## config.mk

```make
export PLATFORM = sky130hd
export DESIGN_NAME = acs_sequencer
export DESIGN_NICKNAME = d
export VERILOG_FILES = /design/src/acs_prescaler.v /design/src/acs_sequencer.v
export VERILOG_INCLUDE_DIRS = /design/src /design/src/src
export SDC_FILE = /design/constraint.sdc
export NUM_CORES = 1
export LEC_CHECK = 0
export ABC_AREA = 1
export BUFFER_PORTS_ARGS = -buffer_cell sky130_fd_sc_hd__buf_2
export CAP_MARGIN = 20
export CORE_MARGIN = 2
export CORE_UTILIZATION = 60
export CTS_BUF_LIST = sky130_fd_sc_hd__clkbuf_4
export DETAILED_ROUTE_END_ITERATION = 8
export GPL_TIMING_DRIVEN = 0
export HOLD_SLACK_MARGIN = 0.02
export PLACE_DENSITY = 0.8
export REMOVE_ABC_BUFFERS = 1
export SETUP_SLACK_MARGIN = 0.05
export SLEW_MARGIN = 25
export SYNTH_ARGS = -nofsm -noshare
export SYNTH_HDL_FRONTEND = slang
export SYNTH_SLANG_ARGS = --single-unit
export TNS_END_PERCENT = 10
```

## constraint.sdc

```tcl
create_clock -name clock -period 9 [get_ports clock]
set_clock_uncertainty 0.15 [all_clocks]
set_input_delay 0.9 -clock clock [delete_from_list [all_inputs] [get_ports clock]]
set_output_delay 0.9 -clock clock [all_outputs]
set_load 0.02 [all_outputs]
```

## src/acs_defs.vh

```
// Register map, field positions, reset values and timing counts of the sequencer
`ifndef ACS_DEFS_VH
`define ACS_DEFS_VH

// Register offsets, one 16-bit register per address
`define ACS_OFF_CTRLA 4'h0
`define ACS_OFF_CTRLB 4'h1
`define ACS_OFF_CTRLC 4'h2
`define ACS_OFF_CTRLD 4'h3
`define ACS_OFF_SAMPCTRL 4'h4
`define ACS_OFF_MUX 4'h5
`define ACS_OFF_COMMAND 4'h6
`define ACS_OFF_EVCTRL 4'h7
`define ACS_OFF_INTCTRL 4'h8
`define ACS_OFF_INTFLAGS 4'h9
`define ACS_OFF_RES 4'ha

// Control A bit positions
`define ACS_BIT_ENABLE 0
`define ACS_BIT_CONTINUOUS_RUN_EN 1
`define ACS_BIT_LEFTALIGN 2
`define ACS_BIT_RES10 3
`define ACS_BIT_DIFF 4

// Field widths and positions
`define ACS_ACCSEL_W 3
`define ACS_DIVSEL_W 3
`define ACS_WARMUP_LSB 0
`define ACS_WARMUP_W 8
`define ACS_SDLY_LSB 8
`define ACS_SDLY_W 4
`define ACS_SLEN_W 8
`define ACS_MUX_W 7
`define ACS_NEG_LSB 8

// Reset values
`define ACS_RST_CTRLA 5'h00
`define ACS_RST_CTRLB 3'h0
`define ACS_RST_CTRLC 3'h0
`define ACS_RST_CTRLD 12'h000
`define ACS_RST_SAMPCTRL 8'h00
`define ACS_RST_MUX 7'h00

// Timing counts: peripheral cycles, converter cycles (sample-hold base) and converter half cycles
`define ACS_STARTUP_CYC 2'h1
`define ACS_FORMAT_CYC 2'h2
`define ACS_SH_BASE_CYC 10'h002
`define ACS_CONV_HALF 10'h01b

`endif

```

## src/acs_prescaler.v

```verilog
// Converter clock prescaler, held in reset while no conversion runs
module acs_prescaler #(
  parameter DIV_W = 3
) (
  input wire clock,
  input wire nrst,
  input wire run,
  input wire [DIV_W-1:0] divsel,
  output wire half_tick,
  output reg conv_clk_r
);

  reg [7:0] cnt_r;
  wire [8:0] half_len;

  // Half period is 2^divsel peripheral cycles, full period twice that
  assign half_len = 9'h001 << divsel;
  assign half_tick = run && ({1'b0, cnt_r} == half_len - 9'h001);

  // Count restarts from zero each time run rises
  always @(posedge clock or negedge nrst) begin
    if (!nrst) begin
      cnt_r <= 8'h00;
      conv_clk_r <= 1'b0;
    end else if (!run) begin
      cnt_r <= 8'h00;
      conv_clk_r <= 1'b0;
    end else if (half_tick) begin
      cnt_r <= 8'h00;
      conv_clk_r <= ~conv_clk_r;
    end else begin
      cnt_r <= cnt_r + 8'h01;
    end
  end

endmodule // acs_prescaler

```

## src/acs_sequencer.v

```verilog
// Conversion sequencer for a successive-approximation converter
//
// How it works
// - Command write starts; bit reads busy, self-clears
// - Channel latched at start, changes apply later
// - Completion sets ready flag, gated interrupt request
// - Ready flag sets regardless of interrupt enable
// - Enabled event starts conversion, sets command bit
// - Only rising event edge starts a conversion
// - Free-run restarts right after each completion
// - Prescaler held in reset while idle
// - Conversion begins one cycle after trigger
// - Startup, sample-hold, 13.5 cycle convert, format
// - Accumulator cleared when new accumulation starts
// - Accumulate selected count back to back, 12-bit
// - Ready flag each free-run result, with accumulation
// - Ten or twelve bit result per resolution; accumulation always uses twelve-bit samples
// - Warm-up delay in converter cycles after enable
// - Differential bit selects single-ended or differential
// - Differential results sign extended, single unsigned
// - Sampling lasts two plus delay plus length
`include "acs_defs.vh"

module acs_sequencer #(
  parameter ADDR_W = 4,
  parameter DATA_W = 16,
  parameter RAW_W = 12
) (
  input wire clock,
  input wire nrst,
  input wire [ADDR_W-1:0] addr,
  input wire [DATA_W-1:0] wdata,
  input wire wr,
  input wire rd,
  output reg [DATA_W-1:0] rdata_r,
  input wire start_event,
  input wire global_int_en,
  output wire irq,
  output reg result_ready_event_r,
  output wire [`ACS_MUX_W-1:0] positive_input_select,
  output wire [`ACS_MUX_W-1:0] negative_input_select,
  output wire core_differential,
  output wire core_clk,
  output wire core_sample,
  output wire core_convert,
  input wire [RAW_W-1:0] core_result
);

  localparam ST_IDLE = 3'h0;
  localparam ST_STARTUP = 3'h1;
  localparam ST_WARMUP = 3'h2;
  localparam ST_SAMPLE = 3'h3;
  localparam ST_CONVERT = 3'h4;
  localparam ST_FORMAT = 3'h5;

  ////////////////////////////////////////////////////////////////////////
  // Software registers

  reg [4:0] ctrla_r;
  reg [`ACS_ACCSEL_W-1:0] accumulate_count_select_r;
  reg [`ACS_DIVSEL_W-1:0] converter_clock_divider_r;
  reg [11:0] ctrld_r;
  reg [`ACS_SLEN_W-1:0] sample_length_cycles_r;
  reg [`ACS_MUX_W-1:0] pos_sel_r;
  reg [`ACS_MUX_W-1:0] neg_sel_r;
  reg start_event_input_en_r;
  reg ready_int_en_r;
  reg result_ready_flag_r;
  reg [DATA_W-1:0] result_r;

  wire enable = ctrla_r[`ACS_BIT_ENABLE];
  wire continuous_run_en = ctrla_r[`ACS_BIT_CONTINUOUS_RUN_EN];
  wire result_left_align = ctrla_r[`ACS_BIT_LEFTALIGN];
  wire resolution_select = ctrla_r[`ACS_BIT_RES10];
  wire differential_select = ctrla_r[`ACS_BIT_DIFF];
  wire [`ACS_WARMUP_W-1:0] warmup_delay_cycles =
    ctrld_r[`ACS_WARMUP_LSB +: `ACS_WARMUP_W];
  wire [`ACS_SDLY_W-1:0] sample_delay_cycles =
    ctrld_r[`ACS_SDLY_LSB +: `ACS_SDLY_W];

  // Sequencer state
  reg [2:0] state_r;
  reg [2:0] state_nxt;
  reg [9:0] cnt_r;
  reg [1:0] pcnt_r;
  reg [7:0] sample_idx_r;
  reg [19:0] acc_r;
  reg start_conversion_cmd_r;
  reg warm_done_r;
  reg event_prev_r;
  reg [`ACS_MUX_W-1:0] act_pos_r;
  reg [`ACS_MUX_W-1:0] act_neg_r;
  reg act_diff_r;

  wire half_tick;
  wire conv_clk;

  // Decode used by the write path; the read path decodes with a case
  function sel;
    input [ADDR_W-1:0] a;
    input [3:0] off;
    begin
      sel = (a == off);
    end
  endfunction

  // Fold the accumulated sum into the 16-bit result register.
  // Sums wider than 16 bits lose their low bits to avoid overflow.
  function [15:0] fmt_result;
    input [19:0] acc;
    input [2:0] n;
    input r10;
    input dif;
    input left;
    reg [4:0] w;
    reg [19:0] v;
    begin
      w = (r10 && n == 3'h0) ? 5'h0a : 5'h0c + {2'b00, n};
      v = acc;
      if (w > 5'h10) begin
        if (dif)
          v = $signed(acc) >>> (w - 5'h10);
        else
          v = acc >> (w - 5'h10);
        w = 5'h10;
      end
      if (left)
        fmt_result = v[15:0] << (5'h10 - w);
      else
        fmt_result = v[15:0];
    end
  endfunction

  ////////////////////////////////////////////////////////////////////////
  // Trigger detection

  wire event_rise = start_event && !event_prev_r;
  wire cmd_write = wr && sel(addr, `ACS_OFF_COMMAND) && wdata[0];
  // Starts are taken only from idle; a start while busy is dropped
  wire trigger = enable && (state_r == ST_IDLE) &&
    (cmd_write || (start_event_input_en_r && event_rise));

  wire [9:0] sample_half = (`ACS_SH_BASE_CYC +
    {6'h00, sample_delay_cycles} + {2'b00, sample_length_cycles_r}) << 1;
  wire [9:0] warm_half = {1'b0, warmup_delay_cycles, 1'b0};
  wire [7:0] last_idx = (8'h01 << accumulate_count_select_r) - 8'h01;
  wire last_sample = (sample_idx_r == last_idx);
  wire free_again = enable && continuous_run_en;

  // Sample from the core, widened; ten-bit only outside accumulation
  wire narrow = resolution_select && (accumulate_count_select_r == 3'h0);
  reg [19:0] raw_ext;
  always @* begin
    raw_ext = {8'h00, core_result};
    if (act_diff_r && narrow)
      raw_ext = {{10{core_result[11]}}, core_result[11:2]};
    else if (narrow)
      raw_ext = {10'h000, core_result[11:2]};
    else if (act_diff_r)
      raw_ext = {{8{core_result[11]}}, core_result};
  end
  wire [19:0] acc_sum = acc_r + raw_ext;

  ////////////////////////////////////////////////////////////////////////
  // Sequencer next state

  always @* begin
    state_nxt = state_r;
    case (state_r)
      ST_IDLE: begin
        if (trigger)
          state_nxt = ST_STARTUP;
      end
      ST_STARTUP: begin
        if (pcnt_r == `ACS_STARTUP_CYC - 2'h1)
          state_nxt = (warm_done_r || ~|warm_half) ? ST_SAMPLE : ST_WARMUP;
      end
      ST_WARMUP: begin
        if (half_tick && cnt_r == warm_half - 10'h001)
          state_nxt = ST_SAMPLE;
      end
      ST_SAMPLE: begin
        if (half_tick && cnt_r == sample_half - 10'h001)
          state_nxt = ST_CONVERT;
      end
      ST_CONVERT: begin
        if (half_tick && cnt_r == `ACS_CONV_HALF - 10'h001)
          state_nxt = ST_FORMAT;
      end
      ST_FORMAT: begin
        if (pcnt_r == `ACS_FORMAT_CYC - 2'h1) begin
          if (!last_sample)
            state_nxt = ST_SAMPLE;
          else if (free_again)
            state_nxt = ST_SAMPLE;
          else
            state_nxt = ST_IDLE;
        end
      end
      default: state_nxt = ST_IDLE;
    endcase
    if (!enable)
      state_nxt = ST_IDLE;
  end

  wire phase_change = (state_nxt != state_r);
  wire done = (state_r == ST_FORMAT) &&
    (pcnt_r == `ACS_FORMAT_CYC - 2'h1) && last_sample;

  ////////////////////////////////////////////////////////////////////////
  // Sequencer registers

  always @(posedge clock or negedge nrst) begin
    if (!nrst) begin
      state_r <= ST_IDLE;
      cnt_r <= 10'h000;
      pcnt_r <= 2'h0;
      sample_idx_r <= 8'h00;
      acc_r <= 20'h00000;
      start_conversion_cmd_r <= 1'b0;
      warm_done_r <= 1'b0;
      event_prev_r <= 1'b0;
      act_pos_r <= `ACS_RST_MUX;
      act_neg_r <= `ACS_RST_MUX;
      act_diff_r <= 1'b0;
      result_r <= 16'h0000;
      result_ready_event_r <= 1'b0;
    end else begin
      state_r <= state_nxt;
      event_prev_r <= start_event;
      result_ready_event_r <= done && enable;
      // Half-tick counter per phase, cycle counter for fixed phases
      if (phase_change) begin
        cnt_r <= 10'h000;
        pcnt_r <= 2'h0;
      end else begin
        pcnt_r <= pcnt_r + 2'h1;
        if (half_tick)
          cnt_r <= cnt_r + 10'h001;
      end
      if (!enable)
        warm_done_r <= 1'b0;
      else if (state_r == ST_WARMUP && state_nxt == ST_SAMPLE)
        warm_done_r <= 1'b1;
      // Latch channel and mode at each new trigger and at each free-run restart
      if (trigger || (done && free_again)) begin
        act_pos_r <= pos_sel_r;
        act_neg_r <= neg_sel_r;
        act_diff_r <= differential_select;
        acc_r <= 20'h00000;
        sample_idx_r <= 8'h00;
      end else if (state_r == ST_FORMAT && pcnt_r == 2'h0) begin
        acc_r <= acc_sum;
      end else if (state_r == ST_FORMAT && phase_change && !last_sample) begin
        sample_idx_r <= sample_idx_r + 8'h01;
      end
      if (done)
        result_r <= fmt_result(acc_r, accumulate_count_select_r,
          resolution_select, act_diff_r, result_left_align);
      // Busy bit covers the whole sequence, free-run included
      if (!enable)
        start_conversion_cmd_r <= 1'b0;
      else if (trigger)
        start_conversion_cmd_r <= 1'b1;
      else if (done && !free_again)
        start_conversion_cmd_r <= 1'b0;
    end
  end

  ////////////////////////////////////////////////////////////////////////
  // Converter clock

  wire converter_clock_divider_run = (state_r == ST_WARMUP) || (state_r == ST_SAMPLE) ||
    (state_r == ST_CONVERT);

  acs_prescaler #(
    .DIV_W(`ACS_DIVSEL_W)
  ) u_converter_clock_divider (
    .clock(clock),
    .nrst(nrst),
    .run(converter_clock_divider_run),
    .divsel(converter_clock_divider_r),
    .half_tick(half_tick),
    .conv_clk_r(conv_clk)
  );

  ////////////////////////////////////////////////////////////////////////
  // Register writes

  always @(posedge clock or negedge nrst) begin
    if (!nrst) begin
      ctrla_r <= `ACS_RST_CTRLA;
      accumulate_count_select_r <= `ACS_RST_CTRLB;
      converter_clock_divider_r <= `ACS_RST_CTRLC;
      ctrld_r <= `ACS_RST_CTRLD;
      sample_length_cycles_r <= `ACS_RST_SAMPCTRL;
      pos_sel_r <= `ACS_RST_MUX;
      neg_sel_r <= `ACS_RST_MUX;
      start_event_input_en_r <= 1'b0;
      ready_int_en_r <= 1'b0;
      result_ready_flag_r <= 1'b0;
    end else begin
      if (wr && sel(addr, `ACS_OFF_CTRLA))
        ctrla_r <= wdata[4:0];
      if (wr && sel(addr, `ACS_OFF_CTRLB))
        accumulate_count_select_r <= wdata[`ACS_ACCSEL_W-1:0];
      if (wr && sel(addr, `ACS_OFF_CTRLC))
        converter_clock_divider_r <= wdata[`ACS_DIVSEL_W-1:0];
      if (wr && sel(addr, `ACS_OFF_CTRLD))
        ctrld_r <= wdata[11:0];
      if (wr && sel(addr, `ACS_OFF_SAMPCTRL))
        sample_length_cycles_r <= wdata[`ACS_SLEN_W-1:0];
      if (wr && sel(addr, `ACS_OFF_MUX)) begin
        pos_sel_r <= wdata[`ACS_MUX_W-1:0];
        neg_sel_r <= wdata[`ACS_NEG_LSB +: `ACS_MUX_W];
      end
      if (wr && sel(addr, `ACS_OFF_EVCTRL))
        start_event_input_en_r <= wdata[0];
      if (wr && sel(addr, `ACS_OFF_INTCTRL))
        ready_int_en_r <= wdata[0];
      // Completion wins over a same-cycle write-one-to-clear
      if (done)
        result_ready_flag_r <= 1'b1;
      else if (wr && sel(addr, `ACS_OFF_INTFLAGS) && wdata[0])
        result_ready_flag_r <= 1'b0;
    end
  end

  ////////////////////////////////////////////////////////////////////////
  // Register reads, one cycle after the strobe; unmapped reads give zero

  always @(posedge clock or negedge nrst) begin
    if (!nrst) begin
      rdata_r <= 16'h0000;
    end else if (rd) begin
      case (addr)
        `ACS_OFF_CTRLA: rdata_r <= {11'h000, ctrla_r};
        `ACS_OFF_CTRLB: rdata_r <= {13'h0000, accumulate_count_select_r};
        `ACS_OFF_CTRLC: rdata_r <= {13'h0000, converter_clock_divider_r};
        `ACS_OFF_CTRLD: rdata_r <= {4'h0, ctrld_r};
        `ACS_OFF_SAMPCTRL: rdata_r <= {8'h00, sample_length_cycles_r};
        `ACS_OFF_MUX: rdata_r <= {1'b0, neg_sel_r, 1'b0, pos_sel_r};
        `ACS_OFF_COMMAND: rdata_r <= {15'h0000, start_conversion_cmd_r};
        `ACS_OFF_EVCTRL: rdata_r <= {15'h0000, start_event_input_en_r};
        `ACS_OFF_INTCTRL: rdata_r <= {15'h0000, ready_int_en_r};
        `ACS_OFF_INTFLAGS: rdata_r <= {15'h0000, result_ready_flag_r};
        `ACS_OFF_RES: rdata_r <= result_r;
        default: rdata_r <= 16'h0000;
      endcase
    end else begin
      rdata_r <= 16'h0000;
    end
  end

  ////////////////////////////////////////////////////////////////////////
  // Outputs to the analog core and the interrupt controller

  assign irq = result_ready_flag_r && ready_int_en_r && global_int_en;
  assign positive_input_select = act_pos_r;
  assign negative_input_select = act_neg_r;
  assign core_differential = act_diff_r;
  assign core_clk = conv_clk;
  assign core_sample = (state_r == ST_SAMPLE);
  assign core_convert = (state_r == ST_CONVERT);

endmodule // acs_sequencer

```

==> metrics.md <==
| Metric | Value |
|---|---|
| Outcome | complete, no violations |
| Most used DFF post-synth | dfrtp_1 |
| GPL Wtd Cong | about 0.94 |
| Rel. slew slack | 0.4034 |
| CTS tree | done |
| CP Launch Type | register |
| Congestion Overflow GR | 0 |
| # DRC | 0 |
| Die outline width | 132.8 um |
| Worst r2r path cells | 20 |
| Post-synth top area share | 0.3773 |
| Crit path capture type | register |
| Finished Cell Area | between 10000 and 15000 um^2 |
| Post-CTS setup buffer count | 0 |
| Initial antenna violation count | 1 |
| Dpl hpwl | 18250 um |
| Max Clk Rate | between 200 and 250 MHz |
| PortBufs | 72 |
| Total Die Area | 17630 um^2 |
| Power Dens Cells | 182.3 nW/um^2 |
| Final Power | a little under 2000 uW |
| Gate power share | 0.350 |
| Power Internal | 1131 uW |
| Avg WL per Cell | 14.29 um |
| Root Buffer | clkbuf_4 |
| Placed cells | 1672 |
| Post-layout min period | 4.738 ns |
| Post-Synthesis Cells | 1423 |
| Critical setup path kind | reg -> reg |
| Clk slew on worst S/H paths | 0.16 ns |
| Post-synth EDFFs | 0 |
| Non-Filler Instances | 1705 |
| Ranking of synthesized cells by area | dfrtp_1 (38%), nand2_1 (16%), o21ai_0 (7.1%), inv_1 (6.3%), ha_1 (4.9%) |
| Final Max Slew Viols | 0 |
| Synth warnings | 0 |
| Sequential element share of the synthesized area | 0.3773 |
| Clk_lat worst skew | 0.58 ns |
| Clock sink count | 150 |
| Crit-path max FO | 39 |
| Post-DP Area | 10430 um^2 |
| Post-CTS Resized | 0 |
| Seq pwr share | 0.425 |
| Fin crit share | 0.5264 |
| RR Startpoint | accumulate_count_select_r[0] |
| # fillers | 1486 |
| Cell taking the most area after synthesis | dfrtp_1 |
| RSZ-0062 raised after global routing | false |
| Setup TNS | 0 ns |
| Hold Fails Final Rpt | 0 |
| Largest net degree at the start of global routing | 80 |
| CP required | approximately 9.3 ns |
| Fraction of layout cells with a size suffix above 1 | 0.09501 |
| Nets@finish | 1550 |
| Clk buf depth | 2 |
| Net Sw Power | 826.4 uW |
| Height of the die | 132.8 um |
| Final Setup Violations | 0 |
| Synth Area per Inst | between 6 and 7 um^2 |
| Yosys reg bits | 150 |
| Post-Syn Area | 9948 um^2 |
| Initial cell density of the core | 0.6063 |
| Sw frac | 0.4223 |
| CTS Buf Count | 17 |
| Total number of vias | 9542 |
| Maximum VDD drop | 88.68 uV |
| Vias per cell | roughly 5.6 |
| Clk network pwr share | 0.225 |
| MaxCap Viol Count | 0 |
| Leak | 0.005582 uW |
| Final wirelength | about 24000 um |
| Core Box Area | 16410 um^2 |
| Worst-margin pin slew | 0.8939 ns |
| First-pass GRT wire length | 41060 um |
| Area grow syn2layout | 7.886% |
| All-Layer GR Usage | 0.2861 |
| I/O Pins | between 70 and 80 |
| Worst Hold Class | in -> async |
| ANT nets after route | 0 |
| Netlist cell types | 56 |
| 1st-iter DRT viols | about 810 |
| Most frequent cells in the layout | nand2_1 (431), inv_1 (167), dfrtp_1 (149) |
| Fraction of registers with async set/reset | 1.000 |
| Reg2reg end | acc_r[17] |
| H-tree Lvls | 4 |
| Drt first pass iters | 7 |
| Post-CTS Hold Fix Bufs | 0 |
| Row count | 47 |
| Commonest non-fill, non-tap cell in the layout | nand2_1 |
| Worst R2R Setup Slack | 4.26 ns |
| Crit path DAT | 5.06 ns |
| Number of global-route vias before repair | 8648 |
## final cells by class
cell class,count,area [um^2],share of cell area
clock inverter,14,156.4,0.01457
inverter,176,660.6,0.06155
sequential,150,3755,0.3498
timing repair buffer,73,397.9,0.03707
tap,220,275.3,0.02565
clock buffer,18,135.1,0.01259
antenna,1,2.502,0.0002332
multi-input combinational,1053,5350,0.4985
## how the worst max path moves through the flow
stage | start | endpoint | slack (ns) | cells past startpoint
floorplan | accumulate_count_select_r[0] | acc_r[17] | 4.93 | 20
global placement | accumulate_count_select_r[0] | acc_r[9] | 4.13 | 19
detailed placement | accumulate_count_select_r[0] | acc_r[17] | 4.00 | 20
CTS | accumulate_count_select_r[0] | acc_r[17] | 4.02 | 20
global route | accumulate_count_select_r[0] | acc_r[0] | 3.67 | 19
finish | accumulate_count_select_r[0] | acc_r[17] | 4.26 | 20
## critical path, cell delays in order, from the launching register on
cell	delay, ns
dfrtp_2	0.76
nor2_2	0.11
nand3_1	0.42
clkinv_1	0.37
or2_2	0.36
o21ai_0	0.17
inv_1	0.09
ha_1	0.28
a21oi_1	0.06
o21bai_1	0.25
nand2_1	0.10
o211ai_1	0.15
nand2_1	0.11
nand2_1	0.07
o21ai_0	0.13
o21ai_0	0.40
a21oi_1	0.16
o21ai_0	0.22
a21oi_1	0.09
o21ai_0	0.10
o21ai_1	0.09
## per-layer routing
| layer | wire, um | global-route usage |
|---|---|---|
| met1 | 11410 | 0.4102 |
| met2 | 11020 | 0.4447 |
| met3 | 1465 | 0.04713 |
| met4 | 471 | 0.09498 |
| met5 | 0 | 0 |
## power by group through the flow
stage          combinational, uW  clock, uW  sequential, uW
6_report                     686        440             831
4_1_cts                      681        447             828
3_5_place_dp                 678          0             841
3_3_place_gp                 656          0             839
2_1_floorplan                478          0             848
5_1_grt                      785        479             840
## cell usage after synthesis, drive strengths merged, types with 3 or more instances
library cell,n
nand2,438
inv,173
dfrtp,150
o21ai,146
nor2,128
nand3,90
a21oi,53
ha,39
o22ai,31
clkbuf,27
xor2,24
nand4,19
nor3,18
buf,17
o211ai,14
a221oi,9
xnor2,7
a31oi,3
clkinv,3
mux2,3
nor3b,3
or2,3
## cells by family (layout without fill, tap and decap cells)
| logic type | after synthesis | in the layout | share of synthesized area |
|---|---|---|---|
| multiplexers | 5 | 5 | 0.005408 |
| adder cells (fa/ha/maj) | 41 | 41 | 0.05308 |
| AND/OR/NAND/NOR | 702 | 702 | 0.2933 |
| other | 0 | 1 | 0 |
| buffers and inverters | 220 | 281 | 0.08590 |
| flip-flops | 150 | 150 | 0.3773 |
| XOR/XNOR | 32 | 32 | 0.02956 |
| AO/OA/AOI/OAI | 273 | 273 | 0.1555 |
## state kept, by name (all words and copies together) (netlist names), 2 cells and up
name                             count
acc_r                               19
rdata_r                             16
result_r                            16
ctrld_r                             12
cnt_r                               10
sample_idx_r                         8
sample_length_cycles_r               8
u_converter_clock_divider.cnt_r      8
neg_sel_r                            7
negative_input_select                7
pos_sel_r                            7
positive_input_select                7
ctrla_r                              5
accumulate_count_select_r            3
converter_clock_divider_r            3
state_r                              3
pcnt_r                               2
## metrics by stage
| step | util | hold WS (ns) | worst slack [ns] |
|---|---|---|---|
| final | 0.6542 | 0.09209 | 4.262 |
| after global routing | 0.6542 | 0.09368 | 3.665 |
| after CTS | 0.6535 | 0.1058 | 4.017 |
| after detailed placement | 0.6357 | 0.3040 | 4.002 |
| after global placement | 0.6333 | 0.2978 | 4.126 |
| after floorplan | - | 0.2822 | 4.932 |
(Power assumes the default switching activity.)
